--- src/lpp_pkg.sv ---
// Constants shared by the line printer parallel port
package lpp_pkg;

	// ***************************************************
	// Register map (APB byte addresses)
	// ***************************************************
	localparam logic [11:0] ADDR_CTRL = 12'h000;
	localparam logic [11:0] ADDR_STATUS = 12'h004;
	localparam logic [11:0] ADDR_VFS = 12'h008;

	// ***************************************************
	// Control register fields
	// ***************************************************
	localparam int CTRL_LEN136_BIT = 0;
	localparam int CTRL_IGN8_BIT = 1;
	localparam int CTRL_PAR_LSB = 2;
	localparam int CTRL_ACTLOW_BIT = 4;
	localparam int CTRL_FORCE0_BIT = 5;
	localparam int CTRL_PAGE_LSB = 8;
	localparam logic CTRL_LEN136_RST = 1'b1;
	localparam logic [7:0] PAGE_LEN_RST = 8'h42;

	// ***************************************************
	// Status register fields
	// ***************************************************
	localparam int STAT_READY_BIT = 0;
	localparam int STAT_ONLINE_BIT = 1;
	localparam int STAT_PFAULT_BIT = 2;
	localparam int STAT_MOVE_BIT = 3;
	localparam int STAT_STATE_LSB = 4;
	localparam int STAT_CNT_LSB = 8;
	localparam int STAT_POS_LSB = 16;

	// ***************************************************
	// Parity modes, codes, line lengths
	// ***************************************************
	localparam logic [1:0] PAR_EVEN = 2'h0;
	localparam logic [1:0] PAR_ODD = 2'h1;
	localparam logic [1:0] PAR_NONE = 2'h2;
	localparam logic [7:0] CODE_LF = 8'h0A;
	localparam logic [7:0] CODE_FF = 8'h0C;
	localparam logic [7:0] CODE_CR = 8'h0D;
	localparam logic [7:0] CODE_SPACE = 8'h20;
	localparam logic [7:0] LEN_SHORT = 8'h84;
	localparam logic [7:0] LEN_LONG = 8'h88;
	localparam int STORE_DEPTH = 136;

	// ***************************************************
	// Timing
	// ***************************************************
	localparam int CLK_HZ = 10000000;
	localparam int EARLY_MS = 14;
	localparam int EARLY_CYC = EARLY_MS * (CLK_HZ / 1000);
	localparam int FEED_LINE_MS = 20;
	localparam int FEED_LINE_CYC = FEED_LINE_MS * (CLK_HZ / 1000);

	typedef enum logic [1:0] {
		LPP_IDLE = 2'h0,
		LPP_PRINT = 2'h1,
		LPP_FEED = 2'h3
	} lpp_state_e;

endpackage

--- src/lpp_top.sv ---
// Printer-side parallel byte port with line store, print sequencing and APB registers
//
// The APB interface to the registers and the register addresses are this design's own decisions.
`timescale 1ns/100ps
`default_nettype none

module lpp_top #(
	parameter int EARLY_CYC = lpp_pkg::EARLY_CYC,
	parameter int FEED_LINE_CYC = lpp_pkg::FEED_LINE_CYC
) (
	input wire logic core_clk,
	input wire logic rst_n,
	input wire logic ce,
	// APB slave
	input wire logic psel,
	input wire logic penable,
	input wire logic pwrite,
	input wire logic [11:0] paddr,
	input wire logic [31:0] pwdata,
	output logic [31:0] prdata,
	output logic pready,
	output logic pslverr,
	// Host pins
	input wire logic byte_strobe,
	input wire logic [7:0] host_data_lines,
	input wire logic host_data_parity,
	input wire logic forms_control_flag,
	input wire logic line_buffer_flush,
	output logic byte_request,
	output logic machine_ready_ok,
	output logic online_out,
	output logic parity_fault_out,
	output logic paper_moving_out,
	output logic page_first_line_out,
	output logic page_last_line_out,
	output logic [1:0] band_type_out,
	// Mechanism status, same clock domain
	input wire logic mech_supply_ok,
	input wire logic mech_unit_closed,
	input wire logic mech_forms_end,
	input wire logic mech_init_done,
	input wire logic mech_hammer_ok,
	input wire logic mech_error,
	input wire logic mech_band_rotating,
	input wire logic [1:0] mech_band_type,
	input wire logic op_start_press,
	input wire logic op_stop_press,
	// Column stream to the hammer driver
	output logic prn_valid,
	output logic [7:0] prn_col,
	output logic [7:0] prn_data
);

	initial begin
		if (EARLY_CYC < 1 || FEED_LINE_CYC < 1) begin
			$error("lpp_top: timing counts must be at least one cycle");
		end
	end

	localparam int PW = 12;

	// ***************************************************
	// State
	// ***************************************************
	typedef struct packed {
		logic [PW-1:0] s1;
		logic [PW-1:0] s2;
		logic [PW-1:0] s3;
		logic [PW-1:0] filt;
		logic stb_d;
		lpp_pkg::lpp_state_e st;
		logic [7:0] cnt;
		logic [lpp_pkg::STORE_DEPTH-1:0][7:0] store;
		logic [7:0] col;
		logic [31:0] feed_left;
		logic [7:0] lines;
		logic [7:0] pos;
		logic pend;
		logic [7:0] pend_lines;
		logic [7:0] vfs;
		logic pfault;
		logic run_latch;
		logic req;
		logic len136;
		logic ign8;
		logic [1:0] par_mode;
		logic act_low;
		logic force0;
		logic [7:0] page_len;
		logic [31:0] prdata;
		logic pready;
		logic pslverr;
		logic o_req;
		logic o_ready;
		logic o_online;
		logic o_wchk;
		logic o_move;
		logic o_first;
		logic o_last;
		logic [1:0] o_band;
		logic prn_valid;
		logic [7:0] prn_col;
		logic [7:0] prn_data;
	} lpp_state_s;

	lpp_state_s q_r;
	lpp_state_s q_nxt;

	// Lines to feed for a terminating byte
	function automatic logic [7:0] lpp_feed_lines(
		input logic fc,
		input logic [7:0] code,
		input logic [7:0] pos,
		input logic [7:0] plen
	);
		logic [7:0] n;
		n = 8'h00;
		if (fc) begin
			// Skip command goes to top of page; space command holds a count
			if (code[7]) begin
				n = plen - pos;
			end else begin
				n = {4'h0, code[3:0]};
			end
		end else if (code == lpp_pkg::CODE_LF) begin
			n = 8'h01;
		end else if (code == lpp_pkg::CODE_FF) begin
			n = plen - pos;
		end
		return n;
	endfunction

	logic [PW-1:0] pins;
	logic [PW-1:0] lv;
	logic stb_lv;
	logic stb_edge;
	logic [7:0] dat;
	logic par_err;
	logic ready_c;
	logic online_c;
	logic [7:0] len_c;
	logic is_term;
	logic [7:0] term_lines;
	logic [8:0] pos_sum;
	logic feed_done;
	logic window_c;
	logic apb_setup;
	logic apb_wr;
	logic [31:0] ctrl_v;
	logic [31:0] stat_v;
	logic pfault_clr;

	assign pins = {line_buffer_flush, byte_strobe, forms_control_flag, host_data_parity,
		host_data_lines};

	always_comb begin
		q_nxt = q_r;
		// Three stage pin synchroniser; stage one only feeds stage two
		q_nxt.s1 = pins;
		q_nxt.s2 = q_r.s1;
		q_nxt.s3 = q_r.s2;
		for (int i = 0; i < PW; i++) begin
			if (q_r.s2[i] == q_r.s3[i]) begin
				q_nxt.filt[i] = q_r.s3[i];
			end
		end
		lv = q_r.filt ^ {PW{q_r.act_low}};
		stb_lv = lv[10];
		q_nxt.stb_d = stb_lv;
		// Data and flags come from the same filtered sample as the strobe
		stb_edge = stb_lv & ~q_r.stb_d & q_r.req;
		dat = q_r.ign8 ? {1'b0, lv[6:0]} : lv[7:0];
		par_err = 1'b0;
		if (q_r.par_mode == lpp_pkg::PAR_EVEN) begin
			par_err = ^{dat, lv[8]};
		end else if (q_r.par_mode == lpp_pkg::PAR_ODD) begin
			par_err = ~(^{dat, lv[8]});
		end

		ready_c = mech_supply_ok & mech_unit_closed & ~mech_forms_end & mech_init_done
			& mech_hammer_ok & ~mech_error;
		if (op_stop_press | ~ready_c) begin
			q_nxt.run_latch = 1'b0;
		end else if (op_start_press) begin
			q_nxt.run_latch = 1'b1;
		end
		online_c = ready_c & q_r.run_latch & mech_band_rotating;

		len_c = q_r.len136 ? lpp_pkg::LEN_LONG : lpp_pkg::LEN_SHORT;
		is_term = lv[9] | dat == lpp_pkg::CODE_LF | dat == lpp_pkg::CODE_FF
			| dat == lpp_pkg::CODE_CR;
		term_lines = lpp_feed_lines(lv[9], dat, q_r.pos, q_r.page_len);
		feed_done = q_r.st == lpp_pkg::LPP_FEED && q_r.feed_left == 32'h0;
		window_c = q_r.st == lpp_pkg::LPP_FEED && q_r.feed_left <= 32'(EARLY_CYC)
			&& !q_r.pend && !feed_done;

		// ***************************************************
		// APB slave
		// ***************************************************
		apb_setup = psel & ~penable;
		apb_wr = psel & penable & pwrite & q_r.pready;
		ctrl_v = 32'h0;
		ctrl_v[lpp_pkg::CTRL_LEN136_BIT] = q_r.len136;
		ctrl_v[lpp_pkg::CTRL_IGN8_BIT] = q_r.ign8;
		ctrl_v[lpp_pkg::CTRL_PAR_LSB +: 2] = q_r.par_mode;
		ctrl_v[lpp_pkg::CTRL_ACTLOW_BIT] = q_r.act_low;
		ctrl_v[lpp_pkg::CTRL_FORCE0_BIT] = q_r.force0;
		ctrl_v[lpp_pkg::CTRL_PAGE_LSB +: 8] = q_r.page_len;
		stat_v = 32'h0;
		stat_v[lpp_pkg::STAT_READY_BIT] = ready_c;
		stat_v[lpp_pkg::STAT_ONLINE_BIT] = online_c;
		stat_v[lpp_pkg::STAT_PFAULT_BIT] = q_r.pfault;
		stat_v[lpp_pkg::STAT_MOVE_BIT] = q_r.o_move ^ q_r.act_low;
		stat_v[lpp_pkg::STAT_STATE_LSB +: 2] = q_r.st;
		stat_v[lpp_pkg::STAT_CNT_LSB +: 8] = q_r.cnt;
		stat_v[lpp_pkg::STAT_POS_LSB +: 8] = q_r.pos;
		q_nxt.pready = apb_setup;
		if (apb_setup) begin
			q_nxt.pslverr = 1'b0;
			q_nxt.prdata = 32'h0;
			case (paddr)
				lpp_pkg::ADDR_CTRL: begin
					q_nxt.prdata = pwrite ? 32'h0 : ctrl_v;
				end
				lpp_pkg::ADDR_STATUS: begin
					q_nxt.prdata = pwrite ? 32'h0 : stat_v;
				end
				lpp_pkg::ADDR_VFS: begin
					q_nxt.prdata = pwrite ? 32'h0 : {24'h0, q_r.vfs};
				end
				default: begin
					q_nxt.pslverr = 1'b1;
				end
			endcase
		end else if (psel & penable & q_r.pready) begin
			q_nxt.prdata = 32'h0;
			q_nxt.pslverr = 1'b0;
		end
		pfault_clr = 1'b0;
		if (apb_wr && paddr == lpp_pkg::ADDR_CTRL) begin
			q_nxt.len136 = pwdata[lpp_pkg::CTRL_LEN136_BIT];
			q_nxt.ign8 = pwdata[lpp_pkg::CTRL_IGN8_BIT];
			q_nxt.par_mode = pwdata[lpp_pkg::CTRL_PAR_LSB +: 2];
			q_nxt.act_low = pwdata[lpp_pkg::CTRL_ACTLOW_BIT];
			q_nxt.force0 = pwdata[lpp_pkg::CTRL_FORCE0_BIT];
			q_nxt.page_len = pwdata[lpp_pkg::CTRL_PAGE_LSB +: 8];
		end
		if (apb_wr && paddr == lpp_pkg::ADDR_STATUS) begin
			pfault_clr = pwdata[lpp_pkg::STAT_PFAULT_BIT];
		end

		// ***************************************************
		// Byte intake
		// ***************************************************
		// Fault is sticky; a new error beats a clear in the same cycle
		if (stb_edge & par_err) begin
			q_nxt.pfault = 1'b1;
		end else if (pfault_clr) begin
			q_nxt.pfault = 1'b0;
		end
		q_nxt.prn_valid = 1'b0;
		pos_sum = 9'h0;
		if (stb_edge) begin
			if (lv[9]) begin
				q_nxt.vfs = dat;
			end
			if (is_term) begin
				if (q_r.st == lpp_pkg::LPP_FEED) begin
					// Held until the running feed is over
					q_nxt.pend = 1'b1;
					q_nxt.pend_lines = term_lines;
				end else if (q_r.cnt == 8'h00) begin
					q_nxt.st = lpp_pkg::LPP_FEED;
					q_nxt.lines = term_lines;
					q_nxt.feed_left = 32'(term_lines) * 32'(FEED_LINE_CYC);
				end else begin
					q_nxt.st = lpp_pkg::LPP_PRINT;
					q_nxt.lines = term_lines;
					q_nxt.col = 8'h00;
				end
			end else if (q_r.cnt < len_c) begin
				q_nxt.store[q_r.cnt] = dat;
				q_nxt.cnt = q_r.cnt + 8'h01;
			end // bytes past the length fall through here
		end

		// ***************************************************
		// Print and feed sequencing
		// ***************************************************
		case (q_r.st)
			lpp_pkg::LPP_IDLE: begin
			end
			lpp_pkg::LPP_PRINT: begin
				q_nxt.prn_valid = 1'b1;
				q_nxt.prn_col = q_r.col;
				q_nxt.prn_data = q_r.col < q_r.cnt ? q_r.store[q_r.col]
					: lpp_pkg::CODE_SPACE;
				q_nxt.col = q_r.col + 8'h01;
				if (q_r.col == len_c - 8'h01) begin
					q_nxt.st = lpp_pkg::LPP_FEED;
					q_nxt.cnt = 8'h00;
					q_nxt.feed_left = 32'(q_r.lines) * 32'(FEED_LINE_CYC);
				end
			end
			lpp_pkg::LPP_FEED: begin
				if (q_r.feed_left != 32'h0) begin
					q_nxt.feed_left = q_r.feed_left - 32'h1;
				end else begin
					pos_sum = {1'b0, q_r.pos} + {1'b0, q_r.lines};
					if (pos_sum >= {1'b0, q_r.page_len}) begin
						pos_sum = pos_sum - {1'b0, q_r.page_len};
					end
					q_nxt.pos = pos_sum[7:0];
					if (q_r.pend) begin
						q_nxt.pend = 1'b0;
						q_nxt.lines = q_r.pend_lines;
						if (q_r.cnt == 8'h00) begin
							q_nxt.feed_left = 32'(q_r.pend_lines) * 32'(FEED_LINE_CYC);
						end else begin
							q_nxt.st = lpp_pkg::LPP_PRINT;
							q_nxt.col = 8'h00;
						end
					end else begin
						q_nxt.st = lpp_pkg::LPP_IDLE;
					end
				end
			end
			default: begin
				q_nxt.st = lpp_pkg::LPP_IDLE;
			end
		endcase

		// Flush empties the store; a byte in the same cycle is lost with it
		if (lv[11]) begin
			q_nxt.cnt = 8'h00;
		end

		// ***************************************************
		// Interface outputs
		// ***************************************************
		q_nxt.req = ready_c & online_c & ~stb_lv & ~stb_edge
			& (q_r.st == lpp_pkg::LPP_IDLE | window_c) & ~(stb_edge & is_term);
		q_nxt.o_req = q_nxt.req ^ q_r.act_low;
		q_nxt.o_ready = ready_c ^ q_r.act_low;
		q_nxt.o_online = online_c ^ q_r.act_low;
		q_nxt.o_wchk = q_nxt.pfault ^ q_r.act_low;
		q_nxt.o_move = ((q_r.st == lpp_pkg::LPP_FEED && q_r.feed_left != 32'h0)
			& ~q_r.force0) ^ q_r.act_low;
		q_nxt.o_first = ((q_r.st == lpp_pkg::LPP_PRINT && q_r.pos == 8'h00)
			& ~q_r.force0) ^ q_r.act_low;
		q_nxt.o_last = ((q_r.st == lpp_pkg::LPP_PRINT && q_r.pos == q_r.page_len - 8'h01)
			& ~q_r.force0) ^ q_r.act_low;
		q_nxt.o_band = (mech_band_type & {2{~q_r.force0}}) ^ {2{q_r.act_low}};
	end

	always_ff @(posedge core_clk or negedge rst_n) begin
		if (!rst_n) begin
			q_r <= '0;
			q_r.st <= lpp_pkg::LPP_IDLE;
			q_r.len136 <= lpp_pkg::CTRL_LEN136_RST;
			q_r.par_mode <= lpp_pkg::PAR_EVEN;
			q_r.page_len <= lpp_pkg::PAGE_LEN_RST;
		end else if (ce) begin
			q_r <= q_nxt;
		end
	end

	assign prdata = q_r.prdata;
	assign pready = q_r.pready;
	assign pslverr = q_r.pslverr;
	assign byte_request = q_r.o_req;
	assign machine_ready_ok = q_r.o_ready;
	assign online_out = q_r.o_online;
	assign parity_fault_out = q_r.o_wchk;
	assign paper_moving_out = q_r.o_move;
	assign page_first_line_out = q_r.o_first;
	assign page_last_line_out = q_r.o_last;
	assign band_type_out = q_r.o_band;
	assign prn_valid = q_r.prn_valid;
	assign prn_col = q_r.prn_col;
	assign prn_data = q_r.prn_data;

endmodule

`default_nettype wire

--- config.mk ---
export PLATFORM = sky130hd
export DESIGN_NAME = lpp_top
export DESIGN_NICKNAME = d
export VERILOG_FILES = /design/src/lpp_pkg.sv /design/src/lpp_top.sv
export SDC_FILE = /design/constraint.sdc
export NUM_CORES = 2
export LEC_CHECK = 0
export ABC_AREA = 0
export BUFFER_PORTS_ARGS = -buffer_cell sky130_fd_sc_hd__buf_2
export CAP_MARGIN = 40
export CORE_MARGIN = 10
export CORE_UTILIZATION = 45
export CTS_CLUSTER_SIZE = 20
export DETAILED_ROUTE_END_ITERATION = 12
export RECOVER_POWER = 50
export SYNTH_ARGS = -nofsm -noshare
export SYNTH_HDL_FRONTEND = slang
export SYNTH_SLANG_ARGS = --single-unit
--- constraint.sdc ---
create_clock -name core_clk -period 10.7 [get_ports core_clk]
set_clock_uncertainty 0.15 [all_clocks]
set_input_delay 1.605 -clock core_clk [delete_from_list [all_inputs] [get_ports core_clk]]
set_output_delay 1.605 -clock core_clk [all_outputs]
set_load 0.02 [all_outputs]
==> impl_metrics.tcl <==
set metrics [dict create \
    status "finished with violations" \
    violations "capacitance limit, slew limit" \
    via_count 44400 \
    synth_cell_type_count 83 \
    die_width_um 395 \
    grt_first_pass_wirelength_um 271000 \
    synth_cells 6023 \
    first_global_vias 44200 \
    grt_busiest_layer "met2" \
    final_period_minus_worst_setup_slack_ns 8.17 \
    synth-async-reset-ratio_pct 100 \
    holdCritPathClass "flip-flop to flip-flop" \
    viasPerCell 5.63 \
    design.core.area_um2 140000 \
    rsz0062_at_grt "false" \
    gr-total-overflow 0 \
    max-cap-violations 5 \
    routed_wirelength_um 172000 \
    critical_path.endpoint_type "asynchronous set/reset pin" \
    maxSlewViolCount 314 \
    cts_made_buffers 142 \
    post-route-worst-setup-slack_ns 2.53 \
    cts_tree "yes" \
    cts_setup_buffers 0 \
    grt_max_degree 189 \
    h-tree-depth 4 \
    dieHeight_um 395 \
    use_met3_pct 4.01 \
    routed_wire_per_std_cell_um 21.9 \
    ys.flop_type "sky130_fd_sc_hd__dfrtp_1" \
    setup_viol 0 \
    cp_data_arrival_time_ns 8.75 \
    drt_first_pass_iters 7 \
    setup_total_negative_slack_ns 0 \
    io_pins 133 \
    clk-insertion-delay-late_ns 0.78 \
    hold_buffers 0 \
    place_worst_setup_slack_ns 3.59 \
    worst_setup_path_start_kind "input port" \
    rows 137 \
    estimated_wirelength_of_the_detail_placed_design_um 114000 \
    antenna_violating_nets_post_route 0 \
    met2_usage_pct 34.3 \
    min_period_over_period_pct 76.3 \
    postCtsResizedCells 0 \
    p_leak_nw 30.5 \
    cp_max_fo 188 \
    drt_first_iter_violations 3789 \
    vdd.ir_drop.worst_mv 0.137 \
    drc 0 \
    hold_violations 0 \
    ctsRootBufferMaster "sky130_fd_sc_hd__clkbuf_16" \
    clock_sink_count 1289 \
    synth.yosys.seq_area_share_pct 50.9 \
    post_synth.cell_area_avg_um2 10.5 \
    cts_buffer_depth 3 \
    placement.io_buffers 106 \
    yosys_warnings 0 \
    finalWeightedCongestion 0.895 \
    timing.fmax_mhz 122 \
    grtUsageTotal_pct 22.0 \
    netlist_area_um2 63400 \
    antenna_found_initial 2 \
    r2r_setup_slack_ns 3.52 \
    synth.ff_latch_count 1289 \
    clkSlewWorstSetupHoldPaths_ns 0.06 \
    required_ns 11.29 \
    total_power_density_per_cell_area_nw_per_um2 178 \
    synth-edff-count 0 \
    initial_util_pct 45.4 \
    layout-drive-gt1-share_pct 13.4 \
    grt.met1_usage_pct 31.7 \
    die-area_um2 156000 \
    syn_to_final_growth_pct 10.8 \
    final_nets 6211 \
    worstSetupPathType "input port to asynchronous set/reset pin" \
    slew-limit-headroom_pct -338 \
    worstMarginPinSlew_ns 6.57 \
]
cell usage in the layout, fill, tap and decap left out, types with 89 or more instances in the layout:
master / synthesis / final
sky130_fd_sc_hd__a21oi_1: 141 / 141
sky130_fd_sc_hd__clkbuf_1: 324 / 89
sky130_fd_sc_hd__clkbuf_16: 0 / 145
sky130_fd_sc_hd__dfrtp_1: 1286 / 1282
sky130_fd_sc_hd__ha_1: 197 / 197
sky130_fd_sc_hd__inv_1: 164 / 164
sky130_fd_sc_hd__mux4_2: 340 / 340
sky130_fd_sc_hd__nand2_1: 1376 / 1376
sky130_fd_sc_hd__nor2_1: 154 / 142
sky130_fd_sc_hd__o21ai_0: 1229 / 1229
cells in the mapped netlist (all sizes together), types with 13 or more instances:
cell type / n / area, µm²
nor4: 16 / 136
buf: 147 / 866
o22ai: 21 / 131
clkbuf: 324 / 1220
dfrtp: 1286 / 32200
a31oi: 14 / 103
nor3: 39 / 210
nor2b: 13 / 81.3
nand2b: 19 / 119
nand2: 1377 / 5170
mux4: 340 / 7660
mux2i: 41 / 423
a21oi: 141 / 706
o21ai: 1242 / 6220
fa: 39 / 781
ha: 197 / 2460
a21o: 22 / 165
xnor2: 69 / 604
a22o: 19 / 166
xor2: 38 / 333
nand3: 46 / 240
mux2: 46 / 522
and3: 16 / 100
nor2: 156 / 591
inv: 164 / 616
metal layers:
metal | wire, µm | part of all wire [%]
met4 | 4440 | 2.6
met5 | 0 | 0
met1 | 78800 | 46
met3 | 10200 | 5.9
met2 | 79000 | 46
path summary, 6_finish.rpt:
| kind | from | end | cells past startpoint |
|---|---|---|---|
| hold reg to reg | prn_col[3] | prn_col[3] | 2 |
| setup / recovery | rst_n | asynchronous set/reset pin | 4 |
| hold / removal | prn_col[3] | prn_col[3] | 2 |
| min in group asynchronous | rst_n | q_r[85] | 1 |
| setup reg to reg | ctrl_v[4] | q_r[134] | 23 |
| max in group core_clk | ce | q_r[117] | 7 |
power breakdown:
group / switching [mW] / internal (mW) / leakage (nW)
clock network: 2.08 / 3.02 / 2.42
logic: 1.63 / 0.746 / 10.3
registers: 0.0820 / 4.93 / 17.7
cell type report:
cell class                 instances  area, µm²
clock buffer                     208       4250
sequential                      1289      32300
tap                             1876       2350
clock inverter                    46        697
multi-input combinational       4106      28600
inverter                         164        616
fill                           12700      69500
timing repair buffer             199       1430
antenna                            1       2.50
through the flow:
stage	hold WS [ns]	utilization, %	cells	total power, mW	area [µm²]
after floorplan	0.295	-	6030	6.61	63400
after global placement	0.303	46.5	7611	7.40	65000
after detailed placement	0.308	46.8	7634	7.45	65400
after CTS	0.322	50.3	7888	12.6	70300
after global routing	0.342	50.2	7888	13.0	70200
final	0.321	50.2	7889	12.5	70200
critical path, cell delays in order:
cell and delay [ns]:
sky130_fd_sc_hd__clkbuf_1 4.52, sky130_fd_sc_hd__clkbuf_1 1.29, sky130_fd_sc_hd__buf_12 0.34, sky130_fd_sc_hd__buf_12 0.65
cell families after synthesis:
kind of cell	Yosys count	share of synthesized area [%]
AOI/OAI and AO/OA	1589	13.5
xor gates and xnor gates	107	1.48
adders and majority gates	236	5.12
buffers and inverters	635	4.26
DFF	1289	50.9
muxes	427	13.6
other	1	0.00592
and+or+nand+nor	1739	11.1
Note: power is estimated with default switching activity, not from simulation.
